**src/rtl/nor_timing_pkg.sv**
```systemverilog
// constants, state codes and carrier structs of the nor strobe timing engine
// assumes a single functional clock; shared by the engine, the flash model and the bench
package nor_timing_pkg;

  localparam int TW  = 5;   // width of one programmed timing field
  localparam int CW  = 10;  // width of the access cycle counter
  localparam int AW  = 27;  // word address width
  localparam int DW  = 16;  // data bus width
  localparam int NCS = 8;   // chip selects
  localparam int CSW = 3;   // chip select index width
  localparam int BW  = 2;   // beat index width, up to four page beats

  localparam logic [CW-1:0]  CNT_RST    = 10'h000;
  localparam logic [CW-1:0]  CNT_ONE    = 10'h001;
  localparam logic [BW-1:0]  BEAT_RST   = 2'h0;
  localparam logic [BW-1:0]  BEAT_ONE   = 2'h1;
  localparam logic [AW-1:0]  ADDR_RST   = 27'h0000000;
  localparam logic [AW-1:0]  ADDR_ONE   = 27'h0000001;
  localparam logic [DW-1:0]  DATA_RST   = 16'h0000;
  localparam logic [1:0]     BE_IDLE    = 2'h3;
  localparam logic [NCS-1:0] CS_IDLE    = 8'hFF;
  localparam logic           STROBE_OFF = 1'b1;

  typedef enum logic [1:0] {
    ST_IDLE = 2'b00,
    ST_ACC  = 2'b01,
    ST_GAP  = 2'b10
  } acc_state_e;

  typedef struct packed {
    logic [TW-1:0] read_access_cycles;
    logic [TW-1:0] page_access_cycles;
    logic          timing_scale_bit;
    logic [TW-1:0] cs_assert_time;
    logic [TW-1:0] cs_read_release_time;
    logic [TW-1:0] cs_write_release_time;
    logic [TW-1:0] adv_assert_time;
    logic [TW-1:0] adv_read_release_time;
    logic [TW-1:0] adv_write_release_time;
    logic [TW-1:0] oe_assert_time;
    logic [TW-1:0] oe_deassert_time;
    logic [TW-1:0] we_assert_time;
    logic [TW-1:0] we_deassert_time;
    logic [TW-1:0] read_cycle_count;
    logic [TW-1:0] write_cycle_count;
    logic [TW-1:0] cycle_gap_count;
    logic          cs_half_cycle_shift;
    logic          adv_half_cycle_shift;
    logic          oe_half_cycle_shift;
    logic          we_half_cycle_shift;
  } timing_cfg_s;

  typedef struct packed {
    logic           valid;
    logic           write;
    logic [CSW-1:0] cs_idx;
    logic [AW-1:0]  addr;
    logic [1:0]     be_n;
    logic [DW-1:0]  wdata;
    logic [BW-1:0]  beats_m1;
  } req_s;

  typedef struct packed {
    logic          valid;
    logic          last;
    logic [DW-1:0] data;
  } rd_s;

  typedef struct packed {
    logic [AW-1:0] addr;
    logic [1:0]    be_n;
    logic [DW-1:0] wdata;
    logic          data_oe;
  } mem_out_s;

endpackage

```
**src/rtl/half_shift.sv**
```systemverilog
// half-cycle strobe shifter: picks a level or its falling-edge copy
// assumes lvl comes straight from rising-edge flops of the same clock
`timescale 1ns/1ps
module half_shift #(
  parameter int W = 1
) (
  input  wire logic         mclk,
  input  wire logic         nrst,
  input  wire logic [W-1:0] lvl,
  input  wire logic         shift,
  output logic      [W-1:0] pin
);

  logic [W-1:0] neg_q;

  // the falling edge gives the half cycle without a faster clock
  always_ff @(negedge mclk or negedge nrst) begin
    if (!nrst) begin
      neg_q <= '1;
    end else begin
      neg_q <= lvl;
    end
  end

  // only a mux of two flops; shift is static during an access
  assign pin = shift ? neg_q : lvl;

endmodule

```
**src/rtl/nor_strobe_engine.sv**
```systemverilog
// asynchronous nor flash access engine: strobes timed from counters
// assumes cfg is held stable while req_ready is low; memory pins are 2-state
//
// How it works
// - first read word sampled read_access_cycles scaled cycles after start
// - later page words sampled every page_access_cycles scaled cycles
// - chip select low until release time, bursts add (n-1) page times
// - address valid latch released at its read or write release time
// - address, byte enables, data at start; chip select at its time
// - address valid latch asserted at adv_assert_time scaled
// - output enable asserted at oe_assert_time scaled
// - single read releases output enable at oe_deassert_time scaled
// - burst read release point extended by (n-1) page times
// - write enable asserted at we_assert_time scaled
// - write enable released at we_deassert_time scaled
// - address kept invalid cycle_gap_count scaled cycles between accesses
// - page read addresses two to four stepped page_access_cycles scaled apart; the last held to the end
// - byte enables valid for the cycle count plus burst extension
// - eight active-low chip selects sharing one timing set
// - data direction stays internal, shown only as data output enable
// - all strobes timed from mclk, no clock driven to the memory
`timescale 1ns/1ps
module nor_strobe_engine #(
  parameter int MAX_BEATS = 4
) (
  input  wire logic                                 mclk,
  input  wire logic                                 nrst,
  input  wire nor_timing_pkg::timing_cfg_s          cfg,
  input  wire nor_timing_pkg::req_s                 req,
  output logic                                      req_ready,
  output nor_timing_pkg::rd_s                       rd,
  output nor_timing_pkg::mem_out_s                  mem,
  input  wire logic [nor_timing_pkg::DW-1:0]        mem_rdata,
  output logic      [nor_timing_pkg::NCS-1:0]       cs_n,
  output logic                                      adv_n,
  output logic                                      oe_n,
  output logic                                      we_n
);

  // refused at elaboration: the beat counter cannot count further
  if (MAX_BEATS < 1 || MAX_BEATS > (1 << nor_timing_pkg::BW)) begin
    $error("MAX_BEATS out of range for the beat counter");
  end

  typedef struct packed {
    nor_timing_pkg::acc_state_e               st;
    logic [nor_timing_pkg::CW-1:0]            cnt;
    logic [nor_timing_pkg::CW-1:0]            gap_left;
    logic [nor_timing_pkg::BW-1:0]            beat;
    logic [nor_timing_pkg::BW-1:0]            nm1;
    logic                                     write;
    logic [nor_timing_pkg::CSW-1:0]           csi;
    nor_timing_pkg::mem_out_s                 mem;
    logic [nor_timing_pkg::NCS-1:0]           cs_lvl;
    logic                                     adv_lvl;
    logic                                     oe_lvl;
    logic                                     we_lvl;
    nor_timing_pkg::rd_s                      rd;
    logic                                     ready;
    logic [nor_timing_pkg::DW-1:0]            sync1;
    logic [nor_timing_pkg::DW-1:0]            sync2;
  } eng_s;

  localparam eng_s ENG_RST = '{
    st:      nor_timing_pkg::ST_IDLE,
    cnt:     nor_timing_pkg::CNT_RST,
    gap_left: nor_timing_pkg::CNT_RST,
    beat:    nor_timing_pkg::BEAT_RST,
    nm1:     nor_timing_pkg::BEAT_RST,
    write:   1'b0,
    csi:     3'h0,
    mem:     '{addr:    nor_timing_pkg::ADDR_RST,
               be_n:    nor_timing_pkg::BE_IDLE,
               wdata:   nor_timing_pkg::DATA_RST,
               data_oe: 1'b0},
    cs_lvl:  nor_timing_pkg::CS_IDLE,
    adv_lvl: nor_timing_pkg::STROBE_OFF,
    oe_lvl:  nor_timing_pkg::STROBE_OFF,
    we_lvl:  nor_timing_pkg::STROBE_OFF,
    rd:      '{valid: 1'b0, last: 1'b0, data: nor_timing_pkg::DATA_RST},
    ready:   1'b1,
    sync1:   nor_timing_pkg::DATA_RST,
    sync2:   nor_timing_pkg::DATA_RST
  };

  // field scaled by the granularity factor, which is 1 or 2
  function automatic logic [nor_timing_pkg::CW-1:0] scl(
    input logic [nor_timing_pkg::TW-1:0] f,
    input logic                          g
  );
    scl = {{(nor_timing_pkg::CW - nor_timing_pkg::TW){1'b0}}, f} << g;
  endfunction

  // scaled page time times a beat count
  function automatic logic [nor_timing_pkg::CW-1:0] mulb(
    input logic [nor_timing_pkg::CW-1:0] p,
    input logic [nor_timing_pkg::BW-1:0] k
  );
    mulb = p * {{(nor_timing_pkg::CW - nor_timing_pkg::BW){1'b0}}, k};
  endfunction

  eng_s q;
  eng_s d;

  logic                           start;
  logic                           wr;
  logic                           act;
  logic [nor_timing_pkg::BW-1:0]  nm1;
  logic [nor_timing_pkg::CSW-1:0] csi;
  logic [nor_timing_pkg::CW-1:0]  t;
  logic [nor_timing_pkg::CW-1:0]  pg;
  logic [nor_timing_pkg::CW-1:0]  ext;
  logic [nor_timing_pkg::CW-1:0]  cs_on;
  logic [nor_timing_pkg::CW-1:0]  cs_off;
  logic [nor_timing_pkg::CW-1:0]  adv_on;
  logic [nor_timing_pkg::CW-1:0]  adv_off;
  logic [nor_timing_pkg::CW-1:0]  oe_on;
  logic [nor_timing_pkg::CW-1:0]  oe_off;
  logic [nor_timing_pkg::CW-1:0]  we_on;
  logic [nor_timing_pkg::CW-1:0]  we_off;
  logic [nor_timing_pkg::CW-1:0]  end_t;
  logic [nor_timing_pkg::CW-1:0]  samp_t;
  logic [nor_timing_pkg::CW-1:0]  gap_t;

  // every edge is a compare of one counter against a scaled field
  always_comb begin
    start   = req.valid && (q.st == nor_timing_pkg::ST_IDLE);
    wr      = start ? req.write : q.write;
    nm1     = start ? req.beats_m1 : q.nm1;
    csi     = start ? req.cs_idx : q.csi;
    t       = (q.st == nor_timing_pkg::ST_ACC) ?
              q.cnt + nor_timing_pkg::CNT_ONE : nor_timing_pkg::CNT_RST;
    pg      = scl(cfg.page_access_cycles, cfg.timing_scale_bit);
    ext     = mulb(pg, nm1);
    cs_on   = scl(cfg.cs_assert_time, cfg.timing_scale_bit);
    cs_off  = scl(wr ? cfg.cs_write_release_time : cfg.cs_read_release_time,
                  cfg.timing_scale_bit) + ext;
    adv_on  = scl(cfg.adv_assert_time, cfg.timing_scale_bit);
    adv_off = scl(wr ? cfg.adv_write_release_time : cfg.adv_read_release_time,
                  cfg.timing_scale_bit);
    oe_on   = scl(cfg.oe_assert_time, cfg.timing_scale_bit);
    oe_off  = scl(cfg.oe_deassert_time, cfg.timing_scale_bit) + ext;
    we_on   = scl(cfg.we_assert_time, cfg.timing_scale_bit);
    we_off  = scl(cfg.we_deassert_time, cfg.timing_scale_bit);
    end_t   = scl(wr ? cfg.write_cycle_count : cfg.read_cycle_count,
                  cfg.timing_scale_bit) + ext;
    samp_t  = scl(cfg.read_access_cycles, cfg.timing_scale_bit)
              + mulb(pg, q.beat);
    gap_t   = scl(cfg.cycle_gap_count, cfg.timing_scale_bit);
    act     = (start || q.st == nor_timing_pkg::ST_ACC) && (t < end_t);
  end

  always_comb begin
    d            = q;
    d.rd.valid   = 1'b0;
    d.sync1      = mem_rdata;
    d.sync2      = q.sync1;
    // gap counted apart from cnt so the gap check does not lean on it
    d.gap_left   = (q.gap_left == nor_timing_pkg::CNT_RST) ?
                   nor_timing_pkg::CNT_RST :
                   q.gap_left - nor_timing_pkg::CNT_ONE;
    case (q.st)
      nor_timing_pkg::ST_IDLE: begin
        if (start) begin
          d.st          = nor_timing_pkg::ST_ACC;
          d.cnt         = nor_timing_pkg::CNT_RST;
          d.beat        = nor_timing_pkg::BEAT_RST;
          d.nm1         = req.beats_m1;
          d.write       = req.write;
          d.csi         = req.cs_idx;
          d.mem.addr    = req.addr;
          d.mem.be_n    = req.be_n;
          d.mem.wdata   = req.wdata;
          d.mem.data_oe = req.write;
        end
      end
      nor_timing_pkg::ST_ACC: begin
        d.cnt = t;
        if (!q.write && t == samp_t) begin
          d.rd.valid = 1'b1;
          d.rd.last  = (q.beat == q.nm1);
          d.rd.data  = q.sync2;
          if (q.beat != q.nm1) begin
            d.beat     = q.beat + nor_timing_pkg::BEAT_ONE;
            d.mem.addr = q.mem.addr + nor_timing_pkg::ADDR_ONE;
          end
        end
        if (t == end_t) begin
          d.st          = (gap_t == nor_timing_pkg::CNT_RST) ?
                          nor_timing_pkg::ST_IDLE : nor_timing_pkg::ST_GAP;
          d.cnt         = nor_timing_pkg::CNT_RST;
          d.mem.addr    = nor_timing_pkg::ADDR_RST;
          d.mem.be_n    = nor_timing_pkg::BE_IDLE;
          d.mem.data_oe = 1'b0;
          d.gap_left    = gap_t;
        end
      end
      nor_timing_pkg::ST_GAP: begin
        d.cnt = q.cnt + nor_timing_pkg::CNT_ONE;
        if (q.cnt + nor_timing_pkg::CNT_ONE >= gap_t) begin
          d.st = nor_timing_pkg::ST_IDLE;
        end
      end
      default: begin
        d.st = nor_timing_pkg::ST_IDLE;
      end
    endcase
    // one select line low; all eight share the same compare
    d.cs_lvl = nor_timing_pkg::CS_IDLE;
    if (act && t >= cs_on && t < cs_off) begin
      d.cs_lvl[csi] = 1'b0;
    end
    d.adv_lvl = !(act && t >= adv_on && t < adv_off);
    d.oe_lvl  = !(act && !wr && t >= oe_on && t < oe_off);
    d.we_lvl  = !(act && wr && t >= we_on && t < we_off);
    d.ready   = (d.st == nor_timing_pkg::ST_IDLE);
  end

  always_ff @(posedge mclk or negedge nrst) begin
    if (!nrst) begin
      q <= ENG_RST;
    end else begin
      q <= d;
    end
  end

  assign req_ready = q.ready;
  assign rd        = q.rd;
  assign mem       = q.mem;

  // strobes leave on mclk edges only; no clock pin exists
  half_shift #(.W(nor_timing_pkg::NCS)) u_cs (
    .mclk  (mclk),
    .nrst  (nrst),
    .lvl   (q.cs_lvl),
    .shift (cfg.cs_half_cycle_shift),
    .pin   (cs_n)
  );
  half_shift #(.W(1)) u_adv (
    .mclk  (mclk),
    .nrst  (nrst),
    .lvl   (q.adv_lvl),
    .shift (cfg.adv_half_cycle_shift),
    .pin   (adv_n)
  );
  half_shift #(.W(1)) u_oe (
    .mclk  (mclk),
    .nrst  (nrst),
    .lvl   (q.oe_lvl),
    .shift (cfg.oe_half_cycle_shift),
    .pin   (oe_n)
  );
  half_shift #(.W(1)) u_we (
    .mclk  (mclk),
    .nrst  (nrst),
    .lvl   (q.we_lvl),
    .shift (cfg.we_half_cycle_shift),
    .pin   (we_n)
  );
endmodule

```
**config.mk**
```make
export PLATFORM = sky130hd
export DESIGN_NAME = nor_strobe_engine
export DESIGN_NICKNAME = d
export VERILOG_FILES = /design/src/rtl/nor_timing_pkg.sv /design/src/rtl/half_shift.sv /design/src/rtl/nor_strobe_engine.sv
export SDC_FILE = /design/constraint.sdc
export NUM_CORES = 1
export LEC_CHECK = 0
export BUFFER_PORTS_ARGS = -buffer_cell sky130_fd_sc_hd__buf_2
export CORE_ASPECT_RATIO = 0.75
export CORE_MARGIN = 3
export CORE_UTILIZATION = 50
export DETAILED_ROUTE_END_ITERATION = 10
export PLACE_DENSITY = 0.85
export RECOVER_POWER = 25
export SYNTH_ARGS = -nofsm -noshare
export SYNTH_HDL_FRONTEND = slang
export SYNTH_HIERARCHICAL = 1
export SYNTH_SLANG_ARGS = --single-unit
```
**constraint.sdc**
```tcl
create_clock -name mclk -period 20.1 [get_ports mclk]
set_clock_uncertainty 0.2 [all_clocks]
set_input_delay 3.015 -clock mclk [delete_from_list [all_inputs] [get_ports mclk]]
set_output_delay 3.015 -clock mclk [all_outputs]
set_load 0.01 [all_outputs]
```
# Yosys cells after proc, flatten, opt, wreduce, memory -nomap -nowiden
# Index checks and enable logic that the tools add are counted.
# op_classes
n_eq_ne	12
muxes	34
addsub	8
n_shift	12
bitwise	1
mul	2
n_lt_le_gt_ge	12
reduce_logical	32
# op_table
cell	n
<< shifter 5 x 1 -> 10 bit	12
one-hot mux 29 bit (2 select lines)	1
two-way mux 27 bit	2
two-way mux 54 bit	1
>= comparator 10 bit	5
< comparator 10 bit	5
adder 10 bit	4
two-way mux 18 bit	2
two-way mux 10 bit	3
one-hot mux 10 bit (3 select lines)	1
two-way mux 29 bit	1
adder 27 x 1 -> 27 bit, second input constant	1
two-way mux 22 bit	1
equality test 10 bit	2
zero test 10 bit	2
multiplier 10 x 2 -> 10 bit	2
two-way mux 8 bit	2
two-way mux 5 bit	3
logical AND 1 bit	14
two-way mux 12 bit	1
adder 10 x 1 -> 10 bit, second input constant	1
two-way mux 2 bit	5
subtractor 10 x 1 -> 10 bit, second input constant	1
inverter 8 bit	1
24 further kinds	40
# totals
ff_bits	149
wordCells	138

# Longest topological paths before layout
# Gate-level depths: netlist of run 1.
# depth
ltp_word	12
ltp_mapped	27

# Hierarchy
# Netlist of run 1, hierarchy kept.
# by_module_without_submodules
module	area_per_inst_um2	n_inst	seq_area_each_um2	cells_per_inst
nor_strobe_engine	10092.2	1	3220.6	1041
half_shift at u_cs	345.3	1	210.2	18
half_shift at u_adv ...	45.0	3	26.3	3

==> results of run 1 <==
==> how the worst max path moves through the flow <==
stage | from | end | slack, ps | depth (start not counted)
2_1_floorplan | u_adv/neg_q | adv_n | 6200 | 1
3_3_place_gp | u_adv/neg_q | adv_n | 6100 | 2
3_5_place_dp | u_cs/neg_q[2] | cs_n[2] | 6070 | 2
4_1_cts | u_cs/neg_q[2] | cs_n[2] | 5600 | 2
5_1_grt | nrst | u_we/neg_q | 4130 | 1
6_report | nrst | u_cs/neg_q[3] | 4680 | 1
==> cell families (layout without fill, tap and decap cells) <==
kind of cell | count (synthesis) | count (layout)
buffers and inverters | 145 | 314
xor gates and xnor gates | 47 | 47
AOI/OAI and AO/OA | 212 | 212
DFF | 139 | 139
adders and majority gates | 113 | 113
muxes | 123 | 123
and+or+nand+nor | 289 | 289
==> power by group <==
group | switching [mW] | internal [mW]
registers | 0.0609 | 0.352
clock network | 0.149 | 0.179
logic | 0.475 | 0.361
total | 0.684 | 0.892
==> per-stage QoR <==
stage	setup slack, ps	util, %	hold slack [ps]	instances	area [sq um]
6_report	4680	59.1	149	1519	12100
3_3_place_gp	6100	56.0	132	1480	11500
2_1_floorplan	6200	-	131	1068	10600
3_5_place_dp	6070	56.0	136	1480	11500
4_1_cts	5600	59.2	151	1519	12100
5_1_grt	4130	59.1	156	1519	12100
==> cell usage after synthesis, types with 15 or more instances <==
master,instances
nand2_1,79
a21o_1,34
mux2i_1,67
dfrtp_1,114
buf_4,65
mux2_2,42
a21oi_1,56
and3_1,15
clkbuf_1,23
nor2_1,60
ha_1,96
nor2b_1,19
xnor2_1,32
nand2b_1,19
nand4_1,16
nand3_1,19
o21ai_0,33
inv_1,41
dfstp_2,25
==> flip-flops by register name, indices dropped and copies added, names as in the netlist <==
signal       count
u_cs/neg_q       8
u_we/neg_q       1
rd              18
u_adv/neg_q      1
u_oe/neg_q       1
req_ready        1
q               47
mem             46
d               16
==> final cells by class <==
class | count | area [sq um]
Clock buffer | 18 | 450
Multi-Input combinational cell | 784 | 6260
Clock inverter | 25 | 214
Fill cell | 1779 | 8380
Inverter | 37 | 139
Sequential cell | 139 | 3510
Timing Repair Buffer | 234 | 1190
Tap cell | 282 | 353
==> metal layers <==
layer  global-route usage, %  up-vias
met5                       0        -
met1                    30.7     4113
met2                    36.8      327
li1                        -     4088
met3                    3.89       23
met4                    5.67        0
==> flow_summary.ini, run 1 <==
[outcome]
outcome = finished, violations left
failed_checks = capacitance limit, slew limit

[logic_synthesis]
synth_seq_cells = 139
synth_mux_area_share_pct = 12.8
yosys_warnings = 6
seq_area_frac_synth_pct = 33.2
yosys-top-cells-area = dfrtp_1 (27%), ha_1 (11%), mux2i_1 (6.3%)
synth_top_cell_by_area = dfrtp_1
synthCells = 1068
yosys.area_share.simple_pct = 14.2
synthArstFlopShare_pct = 100
synth-compound-area-share_pct = 13.8
synth_top_family_by_area = simple AND/OR/NAND/NOR gates
yosys.cell_types.count = 78
synth_area_per_cell_sq_um = 9.90
netlist_area_sq_um = 10600
synth_nets = 1324
synth_adder_area_share_pct = 13.9
yosysTopAreaCellShare_pct = 27.0
synth_ff_type = dfrtp_1
synth_edf_count = 0
synth_xor_area_share_pct = 4.30

[timing]
setup_viol = 0
fin_tns_setup_ps = 0
relSlewSlack_pct = -157
tightest_slew_ps = 3850
hold_violations = 0
drv_slew = 77
rsz0062_at_grt = no

[worst_setup_path]
r2r_end = u_cs/neg_q[3]
cp_top_family = buffers and inverters
slowest_delay_ps = 2640
worstPathCellList = clkbuf_1
reg2reg_from = q[57]
worstSetupPathType = in2async
rr_worst_depth = 0
arrival_ps = 5750
required_ps = 10430
cp_max_fo = 76
crit_slowest_cell = clkbuf_1
critPathLaunchType = input pin
critPathBufInv = 1
setup.worst_path.end_class = asynchronous set/reset pin
r2r_setup_slack_ps = 9270

[clock_tree]
clock_latency_ps = 410
cts.path.max_buffers = 2
postCtsSetupBuffers = 0
clock_sinks = 139
htree_levels = 4
cts_buffers = 17
clk_pin_slew_ps = 70
cts_resized = 0
hold_buffers = 0
cts_tree = yes
cts_root_buffer = clkbuf_16

[routing]
top_layer_used = met4
dr_wl_met3_microns = 1780
drtPass1Iterations = 5
vias_per_cell = 5.63
drc = 0
postRouteAntennaNets = 0
wirelength_microns = 25900
wl_per_cell_microns = 17.1
met2_length_microns = 12200
vias = 8551
dr.first_iter.drc_count = 588
m1WireLength_microns = 11700

[cells_and_area]
layout.nets = 1480
layout_commonest_cell = buf_2
antenna_cells = 0
syn2layout_area_growth_pct = 14.6
final_cell_mix = buf_2 (223), dfrtp_1 (114), ha_1 (96)
drive_gt1_share_pct = 29.9

[worst_hold_path]
min_path_type = reg2reg
hp-start = d[4]
hold_end = q[4]
min_path_cells = 0

[die]
io_pins = 226
fp.dieH_microns = 132
core_area_sq_um = 20500
die_area_sq_um = 22900
die_x_microns = 174
start_util_pct = 51.6
std_cell_rows = 45

[power]
peakVddDrop_mv = 0.0576
p_total_mw = 1.58
p_leak_nw = 6.12
p_per_area_nw_per_um2 = 130

[global_route]
grt_pass1_vias = 8527
grt_usage_pct = 22.4
grt_first_pass_wirelength_microns = 42500
grt_remaining_overflow = 0
grt_max_degree = 77
antenna_found_initial = 0

[placement]
gp_congestion = 0.903
hpwl_microns = 20000
io_buffers = 225

[flow_run]
cap_violations = 1
No activity file was read; power rests on OpenSTA's default activity.
==> run 2, diff against run 1 <==
==> constraint.sdc (replaced) <==
create_clock -name mclk -period 14.74 [get_ports mclk]
set_clock_uncertainty 0.2 [all_clocks]
set_input_delay 2.211 -clock mclk [delete_from_list [all_inputs] [get_ports mclk]]
set_output_delay 2.211 -clock mclk [all_outputs]
set_load 0.01 [all_outputs]
==> run 2 against run 1 <==
The flow now finishes without violations. Flip-flop and latch count is the same. First-iteration DRC count grew 4.8%. Final cell count is the same. Critical path type is now reg2out.
==> flow_summary.ini, run 2 (synthesized netlist as in run 1, its figures left out) <==
[routing]
drtPass1Iterations = 7
postRouteAntennaNets = 0
vias_per_cell = 5.66
wirelength_microns = 26400
drc = 0
wl_per_cell_microns = 17.4
vias = 8605
dr.first_iter.drc_count = 616

[worst_setup_path]
required_ps = 12330
setup.worst_path.end_class = output pin
arrival_ps = 8580
worstSetupPathType = reg2out
cp_max_fo = 1
critPathLaunchType = flop

[timing]
setup_viol = 0
rsz0062_at_grt = no
fin_tns_setup_ps = 0
drv_slew = 0
tightest_slew_ps = 1310
fin_hold_ws_ps = 145
worst_slack_ps = 3740
relSlewSlack_pct = 12.4
hold_violations = 0

[power]
peakVddDrop_mv = 0.0793
power_frac_seq_pct = 26.4
p_clk_share_pct = 20.4
switching_share_pct = 43.7
switching_power_mw = 0.938
p_int_mw = 1.21
p_leak_nw = 6.11
power_frac_comb_pct = 53.3
p_per_area_nw_per_um2 = 177

[placement]
hpwl_microns = 20300
io_buffers = 225
pre_cts_ws_ps = 4190
gp_congestion = 0.892

[die]
die_area_sq_um = 22900
io_pins = 226
std_cell_rows = 45
start_util_pct = 51.6
die_x_microns = 174
core_area_sq_um = 20500
fp.dieH_microns = 132

[clock_tree]
htree_levels = 4
cts_root_buffer = clkbuf_16
clk_pin_slew_ps = 70
cts.path.max_buffers = 2
cts_resized = 0
clock_latency_ps = 410
cts_tree = yes
cts_buffers = 17
postCtsSetupBuffers = 0
hold_buffers = 0
clock_sinks = 139

[outcome]
outcome = finished clean

[cells_and_area]
utilization_pct = 59.0
syn2layout_area_growth_pct = 14.4
layout_commonest_cell = buf_2
antenna_cells = 0
largest_reg_flops = 47
layout.nets = 1480
drive_gt1_share_pct = 29.9
final_cell_mix = buf_2 (222), dfrtp_1 (114), ha_1 (96)
largest_register = q

[global_route]
grt_remaining_overflow = 0
grt_first_pass_wirelength_microns = 43000
grt_usage_pct = 22.6
antenna_found_initial = 0
grt_pass1_vias = 8631
grt_max_degree = 85

[worst_hold_path]
min_path_type = reg2reg

[flow_run]
cap_violations = 0
[run 2: cell types whose count changed in the layout (fill, tap and decap cells not counted)]
| cell | delta |
|---|---|
| buf_2 | -1 |
| buf_6 | +1 |
| clkbuf_16 | -1 |
| clkinv_4 | +1 |
| clkinv_8 | -3 |
| inv_12 | +1 |
| inv_8 | +2 |
[run 2: final cells by class]
class	count	area, sq um
flip-flops and latches	139	3510
fillers	1775	8400
clock inverters	26	213
repair buffers	234	1200
inverters	37	139
multi-input cells	784	6260
well taps	282	353
clock buffers	17	425
[run 2: final timing paths]
kind	start	end	slack, ps	cells after the start
max	u_cs/neg_q[3]	cs_n[3]	3740	2
min	d[11]	q[11]	150	0
max reg2reg	q[52]	u_oe/neg_q	6570	0
min reg2reg	d[11]	q[11]	150	0
max in group asynchronous	nrst	u_cs/neg_q[5]	4870	1
min in group asynchronous	nrst	mem[31]	1600	1
[run 2: power by group through the flow]
stage / sequential (mW) / combinational, mW / clock, mW
after floorplan: 0.538 / 0.942 / 0.00631
after global placement: 0.561 / 1.09 / 0.00631
after detailed placement: 0.570 / 1.13 / 0.00631
after CTS: 0.564 / 1.14 / 0.445
after global routing: 0.580 / 1.27 / 0.466
final: 0.565 / 1.14 / 0.437
[run 2: routing by layer]
layer / global-route usage [%] / routed length (microns) / vias to the layer above
met4: 4.73 / 260 / 0
li1: - / - / 4089
met1: 30.7 / 11900 / 4155
met3: 4.63 / 1870 / 23
met5: 0 / 0 / -
met2: 37.6 / 12400 / 338
[run 2: through the flow]
step / area, sq um / total power [mW] / instances
global placement: 11500 / 1.66 / 1480
detailed placement: 11500 / 1.71 / 1480
finish: 12100 / 2.14 / 1519
global route: 12100 / 2.32 / 1519
floorplan: 10600 / 1.49 / 1068
CTS: 12100 / 2.15 / 1519
[run 2: worst max-delay path, cell delays in order (launching register included)]
cell	delay, ps
dfstp_2	520
mux2_4	140
buf_2	120
==> run 3, diff against run 2 <==
--- a/config.mk
+++ b/config.mk
@@ -10,7 +10,7 @@
 export CORE_MARGIN = 3
 export CORE_UTILIZATION = 50
 export DETAILED_ROUTE_END_ITERATION = 10
-export PLACE_DENSITY = 0.85
+export PLACE_DENSITY = 0.88
 export RECOVER_POWER = 25
 export SYNTH_ARGS = -nofsm -noshare
 export SYNTH_HDL_FRONTEND = slang
==> constraint.sdc (replaced) <==
create_clock -name mclk -period 10.1 [get_ports mclk]
set_clock_uncertainty 0.2 [all_clocks]
set_input_delay 1.515 -clock mclk [delete_from_list [all_inputs] [get_ports mclk]]
set_output_delay 1.515 -clock mclk [all_outputs]
set_load 0.01 [all_outputs]
==> run 3 against run 2 <==
Critical path depth is the same. Power grew 47%. First-iteration DRC count grew 3.9%. Routed wire length grew 3.5%. Final area is essentially flat. Final cell count is essentially flat. Sequential power grew 46%.
==> flow_summary.ini, run 3 (synthesized netlist as in run 1, its figures left out) <==
[clock_tree]
cts.path.max_buffers = 2
clk_pin_slew_ps = 70
cts_root_buffer = clkbuf_16
cts_tree = yes
hold_buffers = 0
cts_resized = 0
htree_levels = 4
clock_latency_ps = 410
cts_buffers = 17
postCtsSetupBuffers = 0
clock_sinks = 139

[worst_setup_path]
rr_worst_depth = 21
critPathBufInv = 1
worstSetupPathType = reg2out
cp_top_family = flip-flops
startpoint = u_oe/neg_q
reg2reg_from = q[136]
setup.worst_path.end_class = output pin
r2r_setup_slack_ps = 2840
crit_slowest_cell = dfstp_2
r2r_end = mem[40]
arrival_ps = 6270
cp_max_fo = 1
path_depth = 2
slowest_delay_ps = 520
required_ps = 8390
cp-endpoint = oe_n
critPathLaunchType = flop
worstPathCellList = mux2_4 -> buf_2

[global_route]
grtUsageMet2_pct = 38.1
use_met3_pct = 4.29
grt_pass1_vias = 8769
grt_usage_pct = 23.1
antenna_found_initial = 0
grt_max_degree = 87
grt_first_pass_wirelength_microns = 43600
grt_remaining_overflow = 0
use_met1_pct = 31.6
grt-busiest-layer = met2

[timing]
hold_violations = 0
relSlewSlack_pct = 20.9
tightest_slew_ps = 1180
rsz0062_at_grt = no
setup_viol = 0
drv_slew = 0
fin_tns_setup_ps = 0
fin_hold_ws_ps = 146

[placement]
dpl.cell_count = 1479
io_buffers = 225
gp_congestion = 0.913
hpwl_microns = 20800

[die]
fp.dieH_microns = 132
start_util_pct = 51.6
die_x_microns = 174
die_area_sq_um = 22900
std_cell_rows = 45
core_area_sq_um = 20500
io_pins = 226

[power]
p_leak_nw = 6.11
peakVddDrop_mv = 0.120
p_per_area_nw_per_um2 = 261
switching_power_mw = 1.38
p_clk_share_pct = 20.9
p_total_mw = 3.16
power_frac_seq_pct = 26.0
power_frac_comb_pct = 53.1
switching_share_pct = 43.6
p_int_mw = 1.79

[outcome]
outcome = finished clean

[cells_and_area]
antenna_cells = 0
final_cell_mix = buf_2 (223), dfrtp_1 (114), ha_1 (96)
instances_no_fill = 1518
fillers = 1744
multiInputGateArea_sq_um = 6260
largest_reg_flops = 47
layout.nets = 1479
drive_gt1_share_pct = 29.9
layout_commonest_cell = buf_2
largest_register = q
syn2layout_area_growth_pct = 14.5
ff_latch_area_sq_um = 3510

[routing]
vias_per_cell = 5.77
postRouteAntennaNets = 0
vias = 8765
wl_per_cell_microns = 18.0
dr.first_iter.drc_count = 640
wirelength_microns = 27300
drc = 0
drtPass1Iterations = 7

[flow_run]
cap_violations = 0

[worst_hold_path]
min_path_type = reg2reg
[run 3: final cells by class]
class / count / share of cell area (%)
multi-input combinational: 784 / 51.7
timing repair buffer: 233 / 9.87
clock buffer: 17 / 3.51
inverter: 37 / 1.15
tap: 282 / 2.92
clock inverter: 26 / 1.87
sequential: 139 / 29.0
[run 3: metrics by stage]
stage,cell area (sq um),setup WS (ps),utilization [%]
final,12100,2120,59.1
after global routing,12100,2050,59.1
after CTS,12100,2120,59.1
after detailed placement,11500,2180,56.0
after global placement,11500,2440,56.0
after floorplan,10600,2680,-
[run 3: worst min-delay path by stage]
stage,startpoint,end,slack [ps],cells after the start
2_1_floorplan,d[0],q[0],130,0
3_3_place_gp,d[4],q[4],130,0
3_5_place_dp,d[7],q[7],130,0
4_1_cts,d[12],q[12],150,0
5_1_grt,d[7],q[7],150,0
6_report,d[12],q[12],150,0
[run 3: worst register-to-register path: cells and delay by family (launching register included)]
kind	cells	cell delay, ps
AOI/OAI and AO/OA	2	310
xor gates and xnor gates	2	530
adders and majority gates	7	2330
buffers and inverters	1	90
DFF	1	420
muxes	2	950
and+or+nand+nor	7	2260
[run 3: power groups by stage]
stage                     Clock (mW)  Combinational [mW]  Sequential (mW)
after detailed placement     0.00921                1.66            0.831
after CTS                      0.669                1.67            0.822
final                          0.660                1.68            0.824
after global routing           0.696                1.85            0.845
after floorplan              0.00921                1.38            0.785
after global placement       0.00921                1.59            0.822
[run 3: metal layers]
layer  vias up  share of wire [%]
met5         -                  0
met4         0                1.8
met3        62                8.1
met2       428                 46
met1      4191                 44
li1       4084                  -
